**config.mk**
```make
export PLATFORM = sky130hd
export DESIGN_NAME = ucm_top
export DESIGN_NICKNAME = d
export VERILOG_FILES = /design/src/inc/ucm_pkg.sv /design/src/hdl/ucm_top.sv
export SDC_FILE = /design/constraint.sdc
export NUM_CORES = 1
export LEC_CHECK = 0
export ABC_CLOCK_PERIOD_IN_PS = 2600
export BUFFER_PORTS_ARGS = -buffer_cell sky130_fd_sc_hd__buf_2
export CAP_MARGIN = 5
export CORE_UTILIZATION = 30
export DETAILED_ROUTE_END_ITERATION = 7
export SETUP_SLACK_MARGIN = 0.3
export SLEW_MARGIN = 0
export SYNTH_ARGS = -nofsm -noshare
export SYNTH_HDL_FRONTEND = slang
export SYNTH_SLANG_ARGS = --single-unit
```
**constraint.sdc**
```tcl
create_clock -name clk_i -period 2.6 [get_ports clk_i]
set_input_delay 0.65 -clock clk_i [delete_from_list [all_inputs] [get_ports clk_i]]
set_output_delay 0.65 -clock clk_i [all_outputs]
set_load 0.01 [all_outputs]
```
**src/inc/ucm_pkg.sv**
```systemverilog
// shared constants and types for the serial control and mode interface
package ucm_pkg;

    // register byte offsets
    localparam logic [7:0] OFS_COMMAND   = 8'h00;
    localparam logic [7:0] OFS_MODE      = 8'h04;
    localparam logic [7:0] OFS_IRQ_SET   = 8'h08;
    localparam logic [7:0] OFS_IRQ_CLR   = 8'h0C;
    localparam logic [7:0] OFS_IRQ_STATE = 8'h10;
    localparam logic [7:0] OFS_FLAGS     = 8'h14;
    localparam logic [7:0] OFS_RX_HOLD   = 8'h18;
    localparam logic [7:0] OFS_TX_HOLD   = 8'h1C;
    localparam logic [7:0] OFS_BAUD      = 8'h20;
    localparam logic [7:0] OFS_IDLE_TO   = 8'h24;
    localparam logic [7:0] OFS_GUARD     = 8'h28;
    localparam logic [7:0] OFS_CARD_CLK  = 8'h40;
    localparam logic [7:0] OFS_ERR_CNT   = 8'h44;
    localparam logic [7:0] OFS_IR_FILT   = 8'h4C;
    // control state word of my own choosing, read-only mirror of the enables, break states, address pending and rts level
    localparam logic [7:0] OFS_CTRL_STATE = 8'h50;

    // command bit positions
    localparam int CMD_RX_RESET    = 2;
    localparam int CMD_TX_RESET    = 3;
    localparam int CMD_RX_ON       = 4;
    localparam int CMD_RX_OFF      = 5;
    localparam int CMD_TX_ON       = 6;
    localparam int CMD_TX_OFF      = 7;
    localparam int CMD_ERR_CLR     = 8;
    localparam int CMD_BRK_BEGIN   = 9;
    localparam int CMD_BRK_END     = 10;
    localparam int CMD_TO_WAIT     = 11;
    localparam int CMD_ADDR_CHAR   = 12;
    localparam int CMD_RETRY_CLR   = 13;
    localparam int CMD_NAK_CLR     = 14;
    localparam int CMD_TO_RESTART  = 15;
    localparam int CMD_RTS_LOW     = 18;
    localparam int CMD_RTS_HIGH    = 19;

    // flag bit positions in the channel flags word
    localparam int FLG_RX_BREAK  = 2;
    localparam int FLG_OVERRUN   = 5;
    localparam int FLG_FRAMING   = 6;
    localparam int FLG_PARITY    = 7;
    localparam int FLG_TIMEOUT   = 8;
    localparam int FLG_RETRY     = 10;
    localparam int FLG_NAK       = 13;

    // reset values and write masks
    localparam logic [31:0] RST_ZERO     = 32'h0000_0000;
    localparam logic [31:0] RST_CARD_CLK = 32'h0000_0174;
    localparam logic [31:0] MODE_WMASK   = 32'h173F_FFFF;
    localparam logic [31:0] IRQ_WMASK    = 32'h0008_3FFF;

    // 12 bit periods of idle after a break
    localparam logic [3:0]  BRK_TAIL_BITS = 4'hC;

    typedef enum logic [3:0] {
        OPM_NORMAL    = 4'h0,
        OPM_RS485     = 4'h1,
        OPM_HANDSHAKE = 4'h2,
        OPM_CARD_T0   = 4'h4,
        OPM_CARD_T1   = 4'h6,
        OPM_INFRARED  = 4'h8
    } ucm_opmode_type;

    typedef enum logic [1:0] {
        CLK_MASTER = 2'h0,
        CLK_DIV    = 2'h1,
        CLK_RSVD   = 2'h2,
        CLK_EXT    = 2'h3
    } ucm_clksrc_type;

    // decoded mode word
    typedef struct packed {
        logic [3:0] opmode;
        logic [1:0] baud_source_select;
        logic [3:0] char_bits;
        logic [1:0] channel_loop_mode;
        logic [2:0] parity_select;
        logic       multidrop;
        logic       parity_on;
        logic [1:0] stop_bits_select;
        logic       stop_valid;
        logic       card_mode;
        logic       mode_valid;
    } ucm_mode_type;

    // command pulses and control levels towards the transceiver core
    typedef struct packed {
        logic rx_reset;
        logic tx_reset;
        logic rx_enable;
        logic tx_enable;
        logic break_active;
        logic break_tail;
        logic timeout_wait;
        logic timeout_restart;
        logic addr_next;
        logic rts_n;
    } ucm_ctrl_type;

    typedef enum logic [2:0] {
        BRK_IDLE = 3'b001,
        BRK_SEND = 3'b010,
        BRK_TAIL = 3'b100
    } ucm_brk_type;

endpackage

```
**src/hdl/ucm_top.sv**
```systemverilog
// register interface, command decode and mode decode of the serial transceiver
`timescale 1ns/10ps

////////////////////////////////////////////////////////////////////////////////
module ucm_top (
    input  wire logic                  clk_i,
    input  wire logic                  rst_i,
    input  wire logic [7:0]            wb_adr_i,
    input  wire logic [31:0]           wb_dat_i,
    input  wire logic [3:0]            wb_sel_i,
    input  wire logic                  wb_we_i,
    input  wire logic                  wb_cyc_i,
    input  wire logic                  wb_stb_i,
    output logic      [31:0]           wb_dat_o,
    output logic                       wb_ack_o,
    input  wire logic                  tx_idle_i,
    input  wire logic                  char_time_i,
    input  wire logic                  bit_tick_i,
    input  wire logic                  rx_char_i,
    input  wire logic [3:0]            err_event_i,
    input  wire logic                  timeout_event_i,
    input  wire logic                  retry_event_i,
    input  wire logic                  nak_event_i,
    input  wire logic [8:0]            rx_data_i,
    input  wire logic                  rx_valid_i,
    input  wire logic [7:0]            err_count_i,
    output ucm_pkg::ucm_ctrl_type      ctrl_o,
    output ucm_pkg::ucm_mode_type      mode_o,
    output logic      [8:0]            tx_data_o,
    output logic                       tx_valid_o,
    output logic      [31:0]           baud_divider_o,
    output logic      [31:0]           idle_timeout_o,
    output logic      [31:0]           guard_time_o,
    output logic      [31:0]           card_ratio_o,
    output logic      [31:0]           ir_filter_o,
    output logic      [31:0]           irq_mask_o
);

    typedef struct packed {
        logic [31:0]          mode_config;
        logic [31:0]          irq_state;
        logic [31:0]          baud;
        logic [31:0]          idle_to;
        logic [31:0]          guard;
        logic [31:0]          card_clk;
        logic [31:0]          ir_filt;
        logic [31:0]          rx_hold;
        logic [3:0]           err_flags;
        logic                 timeout_flag;
        logic                 retry_flag;
        logic                 nak_flag;
        logic                 tx_on;
        logic                 rx_on;
        logic                 addr_pending;
        logic                 tx_reset;
        logic                 rx_reset;
        logic                 to_wait;
        logic                 to_restart;
        logic                 rts_n;
        ucm_pkg::ucm_brk_type brk;
        logic                 brk_min_done;
        logic [3:0]           tail_cnt;
        logic [8:0]           tx_data;
        logic                 tx_valid;
        logic [31:0]          dat;
        logic                 ack;
        ucm_pkg::ucm_mode_type mode;
    } ucm_state_type;

    ucm_state_type st;
    ucm_state_type next_st;

    logic        wr;
    logic        rd;
    logic [31:0] wmask;
    logic [31:0] cmd;

    ////////////////////////////////////////////////////////////////////////////
    // merge a write under byte enables
    function automatic logic [31:0] merge(input logic [31:0] old, input logic [31:0] nw,
                                          input logic [31:0] m);
        merge = (old & ~m) | (nw & m);
    endfunction

    // decode the mode word into the fields the core needs
    function automatic ucm_pkg::ucm_mode_type decode_mode(input logic [31:0] w);
        ucm_pkg::ucm_mode_type m;
        logic                  sync;
        m = '0;
        sync = w[8];
        m.opmode = w[3:0];
        m.mode_valid = (w[3:0] == ucm_pkg::OPM_NORMAL) || (w[3:0] == ucm_pkg::OPM_RS485)
                    || (w[3:0] == ucm_pkg::OPM_HANDSHAKE) || (w[3:0] == ucm_pkg::OPM_CARD_T0)
                    || (w[3:0] == ucm_pkg::OPM_CARD_T1) || (w[3:0] == ucm_pkg::OPM_INFRARED);
        m.card_mode = (w[3:0] == ucm_pkg::OPM_CARD_T0) || (w[3:0] == ucm_pkg::OPM_CARD_T1);
        // reserved source falls back to master clock
        m.baud_source_select = (w[5:4] == ucm_pkg::CLK_RSVD) ? ucm_pkg::CLK_MASTER : w[5:4];
        m.char_bits = w[17] ? 4'h9 : (4'h5 + {2'h0, w[7:6]});
        m.parity_select = w[11:9];
        m.parity_on = ~w[11];
        m.multidrop = w[11] & w[10];
        m.stop_bits_select = w[13:12];
        m.stop_valid = (w[13:12] != 2'h3) && !(sync && (w[13:12] == 2'h1));
        m.channel_loop_mode = w[15:14];
        decode_mode = m;
    endfunction

    ////////////////////////////////////////////////////////////////////////////
    assign wmask = {{8{wb_sel_i[3]}}, {8{wb_sel_i[2]}}, {8{wb_sel_i[1]}}, {8{wb_sel_i[0]}}};
    assign wr = wb_cyc_i && wb_stb_i && wb_we_i && !st.ack;
    assign rd = wb_cyc_i && wb_stb_i && !wb_we_i && !st.ack;
    // command word only lives for the write cycle
    assign cmd = (wr && wb_adr_i == ucm_pkg::OFS_COMMAND) ? (wb_dat_i & wmask) : 32'h0000_0000;

    always_comb
    begin
        next_st = st;
        next_st.ack = wb_cyc_i && wb_stb_i && !st.ack;
        next_st.tx_valid = 1'b0;
        next_st.rx_reset = cmd[ucm_pkg::CMD_RX_RESET];
        next_st.tx_reset = cmd[ucm_pkg::CMD_TX_RESET];
        next_st.to_wait = 1'b0;
        next_st.to_restart = 1'b0;

        if (cmd[ucm_pkg::CMD_RX_OFF])
            next_st.rx_on = 1'b0;
        else if (cmd[ucm_pkg::CMD_RX_ON])
            next_st.rx_on = 1'b1;
        if (cmd[ucm_pkg::CMD_TX_OFF])
            next_st.tx_on = 1'b0;
        else if (cmd[ucm_pkg::CMD_TX_ON])
            next_st.tx_on = 1'b1;

        // clear then set, so a same-cycle event survives
        if (cmd[ucm_pkg::CMD_ERR_CLR])
            next_st.err_flags = 4'h0;
        next_st.err_flags = next_st.err_flags | err_event_i;

        if (cmd[ucm_pkg::CMD_TO_WAIT])
        begin
            next_st.timeout_flag = 1'b0;
            next_st.to_wait = 1'b1;
        end
        next_st.to_restart = cmd[ucm_pkg::CMD_TO_RESTART];
        next_st.timeout_flag = next_st.timeout_flag | timeout_event_i;

        if (cmd[ucm_pkg::CMD_RETRY_CLR] && st.mode.card_mode)
            next_st.retry_flag = 1'b0;
        next_st.retry_flag = next_st.retry_flag | retry_event_i;
        if (cmd[ucm_pkg::CMD_NAK_CLR])
            next_st.nak_flag = 1'b0;
        next_st.nak_flag = next_st.nak_flag | nak_event_i;

        // rts pin level, high command wins
        if (cmd[ucm_pkg::CMD_RTS_HIGH])
            next_st.rts_n = 1'b1;
        else if (cmd[ucm_pkg::CMD_RTS_LOW])
            next_st.rts_n = 1'b0;

        if (cmd[ucm_pkg::CMD_ADDR_CHAR] && st.mode.multidrop)
            next_st.addr_pending = 1'b1;
        if (wr && wb_adr_i == ucm_pkg::OFS_TX_HOLD)
        begin
            next_st.tx_data = st.mode.char_bits == 4'h9 ? wb_dat_i[8:0]
                                                       : {st.addr_pending, wb_dat_i[7:0]};
            next_st.tx_valid = 1'b1;
            next_st.addr_pending = 1'b0;
        end

        // break sequencer
        case (st.brk)
            ucm_pkg::BRK_IDLE:
            begin
                if (cmd[ucm_pkg::CMD_BRK_BEGIN] || st.brk_min_done)
                begin
                    next_st.brk_min_done = 1'b1;
                    if (tx_idle_i)
                    begin
                        next_st.brk = ucm_pkg::BRK_SEND;
                        next_st.brk_min_done = 1'b0;
                    end
                end
            end
            ucm_pkg::BRK_SEND:
            begin
                if (char_time_i)
                    next_st.brk_min_done = 1'b1;
                if (cmd[ucm_pkg::CMD_BRK_END])
                    next_st.tail_cnt = 4'h1;
                if ((st.tail_cnt != 4'h0 || cmd[ucm_pkg::CMD_BRK_END])
                    && (st.brk_min_done || char_time_i))
                begin
                    next_st.brk = ucm_pkg::BRK_TAIL;
                    next_st.tail_cnt = ucm_pkg::BRK_TAIL_BITS;
                    next_st.brk_min_done = 1'b0;
                end
            end
            ucm_pkg::BRK_TAIL:
            begin
                if (bit_tick_i)
                    next_st.tail_cnt = st.tail_cnt - 4'h1;
                if (bit_tick_i && st.tail_cnt == 4'h1)
                    next_st.brk = ucm_pkg::BRK_IDLE;
            end
            default:
                next_st.brk = ucm_pkg::BRK_IDLE;
        endcase

        if (rx_valid_i)
            next_st.rx_hold = {23'h0, rx_data_i};

        // register writes
        if (wr)
        begin
            case (wb_adr_i)
                ucm_pkg::OFS_MODE:
                    next_st.mode_config = merge(st.mode_config, wb_dat_i,
                                                wmask & ucm_pkg::MODE_WMASK);
                ucm_pkg::OFS_IRQ_SET:
                    next_st.irq_state = st.irq_state | (wb_dat_i & wmask & ucm_pkg::IRQ_WMASK);
                ucm_pkg::OFS_IRQ_CLR:
                    next_st.irq_state = st.irq_state & ~(wb_dat_i & wmask);
                ucm_pkg::OFS_BAUD:     next_st.baud = merge(st.baud, wb_dat_i, wmask);
                ucm_pkg::OFS_IDLE_TO:  next_st.idle_to = merge(st.idle_to, wb_dat_i, wmask);
                ucm_pkg::OFS_GUARD:    next_st.guard = merge(st.guard, wb_dat_i, wmask);
                ucm_pkg::OFS_CARD_CLK: next_st.card_clk = merge(st.card_clk, wb_dat_i, wmask);
                ucm_pkg::OFS_IR_FILT:  next_st.ir_filt = merge(st.ir_filt, wb_dat_i, wmask);
                default: ;
            endcase
        end
        next_st.mode = decode_mode(next_st.mode_config);

        // read decode, zero for anything unmapped
        next_st.dat = 32'h0000_0000;
        if (rd)
        begin
            case (wb_adr_i)
                ucm_pkg::OFS_MODE:      next_st.dat = st.mode_config;
                ucm_pkg::OFS_IRQ_STATE: next_st.dat = st.irq_state;
                ucm_pkg::OFS_FLAGS:
                begin
                    next_st.dat[ucm_pkg::FLG_RX_BREAK] = st.err_flags[0];
                    next_st.dat[ucm_pkg::FLG_OVERRUN]  = st.err_flags[1];
                    next_st.dat[ucm_pkg::FLG_FRAMING]  = st.err_flags[2];
                    next_st.dat[ucm_pkg::FLG_PARITY]   = st.err_flags[3];
                    next_st.dat[ucm_pkg::FLG_TIMEOUT]  = st.timeout_flag;
                    next_st.dat[ucm_pkg::FLG_RETRY]    = st.retry_flag;
                    next_st.dat[ucm_pkg::FLG_NAK]      = st.nak_flag;
                end
                ucm_pkg::OFS_RX_HOLD:   next_st.dat = st.rx_hold;
                ucm_pkg::OFS_BAUD:      next_st.dat = st.baud;
                ucm_pkg::OFS_IDLE_TO:   next_st.dat = st.idle_to;
                ucm_pkg::OFS_GUARD:     next_st.dat = st.guard;
                ucm_pkg::OFS_CARD_CLK:  next_st.dat = st.card_clk;
                ucm_pkg::OFS_ERR_CNT:   next_st.dat = {24'h0, err_count_i};
                ucm_pkg::OFS_CTRL_STATE:
                    next_st.dat = {26'h0, st.rts_n, st.addr_pending,
                                   st.brk == ucm_pkg::BRK_TAIL, st.brk == ucm_pkg::BRK_SEND,
                                   st.tx_on, st.rx_on};
                ucm_pkg::OFS_IR_FILT:   next_st.dat = st.ir_filt;
                default:                next_st.dat = 32'h0000_0000;
            endcase
        end

        // resets return the enable of that side to off
        if (cmd[ucm_pkg::CMD_RX_RESET])
            next_st.rx_on = 1'b0;
        if (cmd[ucm_pkg::CMD_TX_RESET])
        begin
            next_st.tx_on = 1'b0;
            next_st.brk = ucm_pkg::BRK_IDLE;
            next_st.brk_min_done = 1'b0;
            next_st.tail_cnt = 4'h0;
            next_st.addr_pending = 1'b0;
        end
    end

    always_ff @(posedge clk_i)
    begin
        if (rst_i)
        begin
            st <= '0;
            st.card_clk <= ucm_pkg::RST_CARD_CLK;
            st.rts_n <= 1'b1;
            st.brk <= ucm_pkg::BRK_IDLE;
            st.mode.mode_valid <= 1'b1;
            st.mode.parity_on <= 1'b1;
            st.mode.stop_valid <= 1'b1;
            st.mode.char_bits <= 4'h5;
        end
        else
            st <= next_st;
    end

    ////////////////////////////////////////////////////////////////////////////
    assign wb_dat_o = st.dat;
    assign wb_ack_o = st.ack;
    assign mode_o = st.mode;
    assign tx_data_o = st.tx_data;
    assign tx_valid_o = st.tx_valid;
    assign baud_divider_o = st.baud;
    assign idle_timeout_o = st.idle_to;
    assign guard_time_o = st.guard;
    assign card_ratio_o = st.card_clk;
    assign ir_filter_o = st.ir_filt;
    assign irq_mask_o = st.irq_state;
    assign ctrl_o = '{rx_reset: st.rx_reset, tx_reset: st.tx_reset, rx_enable: st.rx_on,
                      tx_enable: st.tx_on, break_active: st.brk[1],
                      break_tail: st.brk[2], timeout_wait: st.to_wait,
                      timeout_restart: st.to_restart, addr_next: st.addr_pending,
                      rts_n: st.rts_n};

endmodule // ucm_top

```
Word level (Yosys, flattened, before mapping)
Index checks and enable logic that the tools add are counted.
{"block": "op_classes", "order_cmp": 0, "addsub": 2, "muxes": 36, "div": 0, "n_reduce_logical": 51, "n_shift": 0, "eq_ne": 34, "n_bitwise": 27, "mul": 0}
{"operator": "$and A32 B32 Y32", "n": 8}
{"operator": "$mux W210", "n": 1}
{"operator": "$or A32 B32 Y32", "n": 6}
{"operator": "$mux W32", "n": 5}
{"operator": "$pmux W18 S7", "n": 1}
{"operator": "$not A32 Y32", "n": 2}
{"operator": "$pmux W32 S2", "n": 1}
{"operator": "$pmux W4 S11", "n": 1}
{"operator": "$pmux W2 S10", "n": 2}
{"operator": "$and A32 B29 Y32", "n": 1}
{"operator": "$eq A8 B5 Y1 const B", "n": 4}
{"operator": "$eq A8 B7 Y1 const B", "n": 4}
{"operator": "$not A29 Y32", "n": 1}
{"operator": "$or A32 B20 Y32", "n": 1}
{"operator": "$eq A8 B6 Y1 const B", "n": 3}
{"operator": "$mux W4", "n": 6}
{"operator": "$mux W20", "n": 1}
{"operator": "$mux W18", "n": 1}
{"operator": "$eq A8 B4 Y1 const B", "n": 2}
{"operator": "$pmux W1 S8", "n": 2}
{"operator": "$logic_and A1 B1 Y1", "n": 14}
{"operator": "$pmux W2 S7", "n": 1}
{"operator": "$reduce_and A2 Y1", "n": 7}
{"operator": "$ne A2 B2 Y1 const B", "n": 6}
{"operator": "other kinds (36)", "n": 69}
{"block": "word_totals", "romBits": 0, "inputBits": 78, "register_bits": 321, "wordCells": 190, "latch_bits": 0, "mem_count": 0, "ramBits": 0}

Longest topological paths before layout
{"block": "depth", "depth_word": 11, "ltp_mapped": 9, "depth_no_buf": 7}

Worst setup path before layout
No wires, ideal clock.
{"block": "synth_path", "kind": "in2reg", "startpoint": "input port wb_adr_i[7]", "endpoint": "register st, in the netlist mode_o[13]", "setup_slack_ns": 0.273, "stages": 6, "t_arrival_ns": 2.198, "required_time_ns": 2.472, "path_cell_list": "buf_6 > nor4_4 > nand4_2 > mux2_2 > ha_1 > nor3b_1"}
{"element": "from (decl)", "line": "ucm_top.sv:8", "rtl": "input wire logic [7:0] wb_adr_i,"}
{"element": "to (signal assigned)", "line": "ucm_top.sv:292", "rtl": "st <= next_st;"}
{"element": "to (decl)", "line": "ucm_top.sv:70", "rtl": "ucm_state_type st;"}

Worst setup path after layout
{"block": "layout_path", "startpoint": "input port wb_adr_i[5]", "endpoint": "register st[69] (netlist name)"}
{"block": "layout_between", "elab_chain_cells": 7}
{"element": "$logic_not A8 Y1 (*)", "line": "ucm_top.sv:113", "rtl": "assign cmd = (wr && wb_adr_i == ucm_pkg::OFS_COMMAND) ? (wb_dat_i & wmask) : 32'h0000_0000;"}
{"element": "$logic_and A1 B1 Y1 (*)", "line": "ucm_top.sv:113"}
{"element": "$mux W20 (*)", "line": "ucm_top.sv:113"}
{"element": "$logic_or A1 B1 Y1", "line": "ucm_top.sv:190", "rtl": "if ((st.tail_cnt != 4'h0 || cmd[ucm_pkg::CMD_BRK_END])"}
{"element": "$logic_and A1 B1 Y1", "line": "ucm_top.sv:191", "rtl": "&& (st.brk_min_done || char_time_i))"}
{"element": "$ne A3 B3 Y1 (no source line) or $mux W8 (tied branches)"}
{"element": "$reduce_and A3 Y1 (no source line) or $pmux W1 S2 (tied branches)"}
Every way passes the cells marked *; elsewhere a longest branch is shown, timed or not. The select of a mux whose other input is x is not followed.
A chain may end at the register's enable or synchronous reset.

==> results by group <==
Synth
  • Fraction of synthesis flops using an asynchronous set or reset pin: 0%
  • Post-synth top area cell: dfxtp_1
  • Synth Flop Type: dfxtp_1
  • Most frequent cell after synthesis: nand2_1
  • Syn_area_per_cell: 8.32 um^2
  • Net Count, Synth: 1817
  • Largest cells by area after synthesis: dfxtp_1 (42%), buf_4 (14%), nand2_1 (8.5%)
  • Synth warn: 0
  • Top-area cell type share of the netlist area: 42.1%
  • Post-synthesis sequential area ratio: 42.1%
  • Distinct cells, synth: 74
  • Top post-synthesis cells by count: nand2_1 (327), dfxtp_1 (304), buf_4 (270), a21oi_1 (224), nand3_1 (100)
  • Cell area after synthesis: 0.0144 mm^2
  • EDFF count, synth: 0
  • Post-synthesis instance total: 1736
  • Yosys reg bits: 304

Place
  • Post-DP HPWL: 41.5 mm
  • I/O Buffers: between 300 and 400
  • Setup WS pre-CTS: -0.102 ns
  • Final GP Congestion: 0.896

CTS
  • Hold-fix buffers at CTS: 0
  • Post-CTS Setup Inserts: 0
  • Clock buffer depth: 3
  • Cts repair resizes: 0
  • Clock transition at the registers of the reported paths: 0.06 ns
  • Clock buffer count from CTS: 37
  • CTS root buf: clkbuf_16
  • CTS tree: yes
  • H-tree depth: 2
  • Clock insertion delay at the later pin of the skew report: around 0.55 ns
  • CTS Sinks: slightly above 300

STA
  • Fmax: approximately 470 MHz
  • Post-route setup slack: around 0.47 ns
  • Clk_skew: 0.0158 ns
  • Final Cycle Share: roughly 82%
  • Final hold vios: 0
  • RSZ-0062 raised after global routing: no
  • Setup TNS: 0 ns
  • Final min period: between 2 and 2.5 ns
  • Max Slew Vio Count: 0
  • WHS: a little over 0.3 ns
  • Final setup violation count: 0
  • Worst-margin pin slew: 0.734 ns
  • Rel. slew slack: 51.1%

Layout
  • Fillers: approximately 4900
  • Share of cells above drive strength 1: a little under a third
  • Diode count: 0
  • Layout Nets: between 1500 and 2000
  • Syn-to-layout area delta: 16.7%

Die
  • Die Y: 221 um
  • Core Area: 0.0476 mm^2
  • Initial Util: between 30% and 40%
  • Row cnt: 80
  • Die width: 221 um
  • IO Pins: 345
  • Die area: a little under 0.05 mm^2

GRT
  • First-pass GRT wire length: 82.2 mm
  • Initial antenna violation count: 1
  • Largest net degree at the start of global routing: roughly 150
  • Remaining global-route overflow: 0
  • Vias in the first global route: 12671
  • Total Routing Usage GR: 22.2%

Pwr
  • Peak VDD IR: ~0.00042 V
  • Seq pwr share: 45.5%
  • Logic gate share of total power: 4.3%
  • Clock share of power: between 50% and 60%
  • Pwr/cell area: 612 mW/mm^2
  • Sw Pwr: 2.46 mW
  • Leakage: 6.70 nW
  • Switch share: 23.9%
  • Int Pwr: around 8 mW

Critical path
  • CP Cell Sequence: buf_2, nor4_4, buf_4, and4_1, buf_4, nand2_1, a31o_2, nor4_1
  • Max stage delay on crit path: 0.42 ns
  • Crit path depth: 8
  • CP Launch Type: primary input
  • Reg2reg start: wb_ack_o
  • Top cell by count, worst path: buf_4
  • CP Buf/Inv Count: 3
  • CP Capture Point: st[69]
  • CP Capture Type: register
  • RR Endpoint: st[69]
  • CP startpoint: wb_adr_i[5]
  • CP max stage cell: nor4_4
  • Kind of critical path: in2reg
  • Arrival @ worst endpoint: 2.57 ns
  • Reg2reg path depth: 7
  • Worst EP required: 3.05 ns
  • CP Max Fanout: 9
  • R2r setup slk: roughly 0.50 ns
  • CP top delay family: simple AND/OR/NAND/NOR gates

Outcome
  • Status: finished clean

Detailed routing
  • Initial DRT Pass Iterations: 6
  • DRT iter0 DRCs: 1522
  • Residual DRC count: 0
  • Wirelength, routed: between 50 and 60 mm
  • Routed Antenna Nets: 0
  • Routed via count: about 13000
  • Drt wl/cell: 22.5 um
  • Vias per inst: 5.35

Run
  • MaxCap Viol Count: 0

Worst hold path
  • Hold Path Class: in2reg
routing by layer:
| layer | global-route usage, % | wire length, um | up-vias |
|---|---|---|---|
| met3 | 5.28 | 5010 | 110 |
| met5 | 0 | 0 | - |
| met1 | 28.4 | 23100 | 6473 |
| met2 | 36.4 | 26500 | 718 |
| met4 | 8.02 | 1760 | 0 |
| li1 | - | - | 6079 |
through the flow:
step	area [um^2]	cells	power (mW)	util (%)
after floorplan	14500	1736	5.00	-
final	16900	2503	10.3	35.4
after detailed placement	15600	2435	5.23	32.8
after CTS	16800	2503	10.4	35.3
after global placement	15600	2435	5.22	32.8
after global routing	16900	2503	10.6	35.4
cell families (layout without fill, tap and decap cells):
group	Yosys count	count (layout)	share of synthesized area, %
and+or+nand+nor	579	579	18.7
buffers and inverters	396	548	17.8
DFF	304	304	42.1
muxes	24	24	1.69
xor gates and xnor gates	1	1	0.0606
AOI/OAI and AO/OA	429	429	19.4
adders and majority gates	3	3	0.260
placed cells by master (no fill, tap or decap), types with 8 or more instances in the layout:
cell type    n
a311oi_1    12
nand3_1    100
a31oi_1     38
nand2_1    327
clkinv_2    10
clkbuf_1     8
a22oi_1     48
inv_1        9
buf_12      19
a221oi_1     8
mux2i_1     21
and2_1      15
clkbuf_16   39
nor2_1      54
buf_2      342
buf_4      109
a222oi_1    32
a21oi_1    224
nand2b_1    16
nor3_1       9
dfxtp_1    304
a22o_1      13
power groups by stage:
stage          Clock (mW)  Sequential [mW]  Combinational, mW
2_1_floorplan           0             4.79              0.213
3_3_place_gp            0             4.79              0.427
3_5_place_dp            0             4.79              0.433
4_1_cts              5.31             4.69              0.435
5_1_grt              5.47             4.69              0.465
6_report             5.19             4.69              0.442
cell type report:
| cell class | count | area, um^2 | share of cell area (%) |
|---|---|---|---|
| repair buffers | 471 | 2920 | 17.3 |
| clock buffers | 50 | 1050 | 6.21 |
| inverters | 9 | 33.8 | 0.200 |
| well taps | 615 | 769 | 4.57 |
| flip-flops and latches | 304 | 6090 | 36.1 |
| multi-input cells | 1036 | 5830 | 34.6 |
| clock inverters | 18 | 160 | 0.950 |
worst reg2reg max path, delay by kind of cell (launching register included):
kind	cells	cell delay, ns
buffers and inverters	2	0.36
flip-flops	1	0.34
AO/OA/AOI/OAI	1	0.26
AND/OR/NAND/NOR	4	1.04
how the worst min path moves through the flow:
stage                               from  depth (start not counted)              to  slack (ns)
final                     err_event_i[3]                          3          st[87]        0.31
after global routing         nak_event_i                          3          st[81]        0.30
after CTS                 err_event_i[3]                          3          st[87]        0.27
after detailed placement    tx_data_o[2]                          2    tx_data_o[2]        0.44
after global placement      tx_data_o[7]                          2    tx_data_o[7]        0.44
after floorplan           irq_mask_o[15]                          2  irq_mask_o[15]        0.42
No activity file was read; power rests on OpenSTA's default activity.
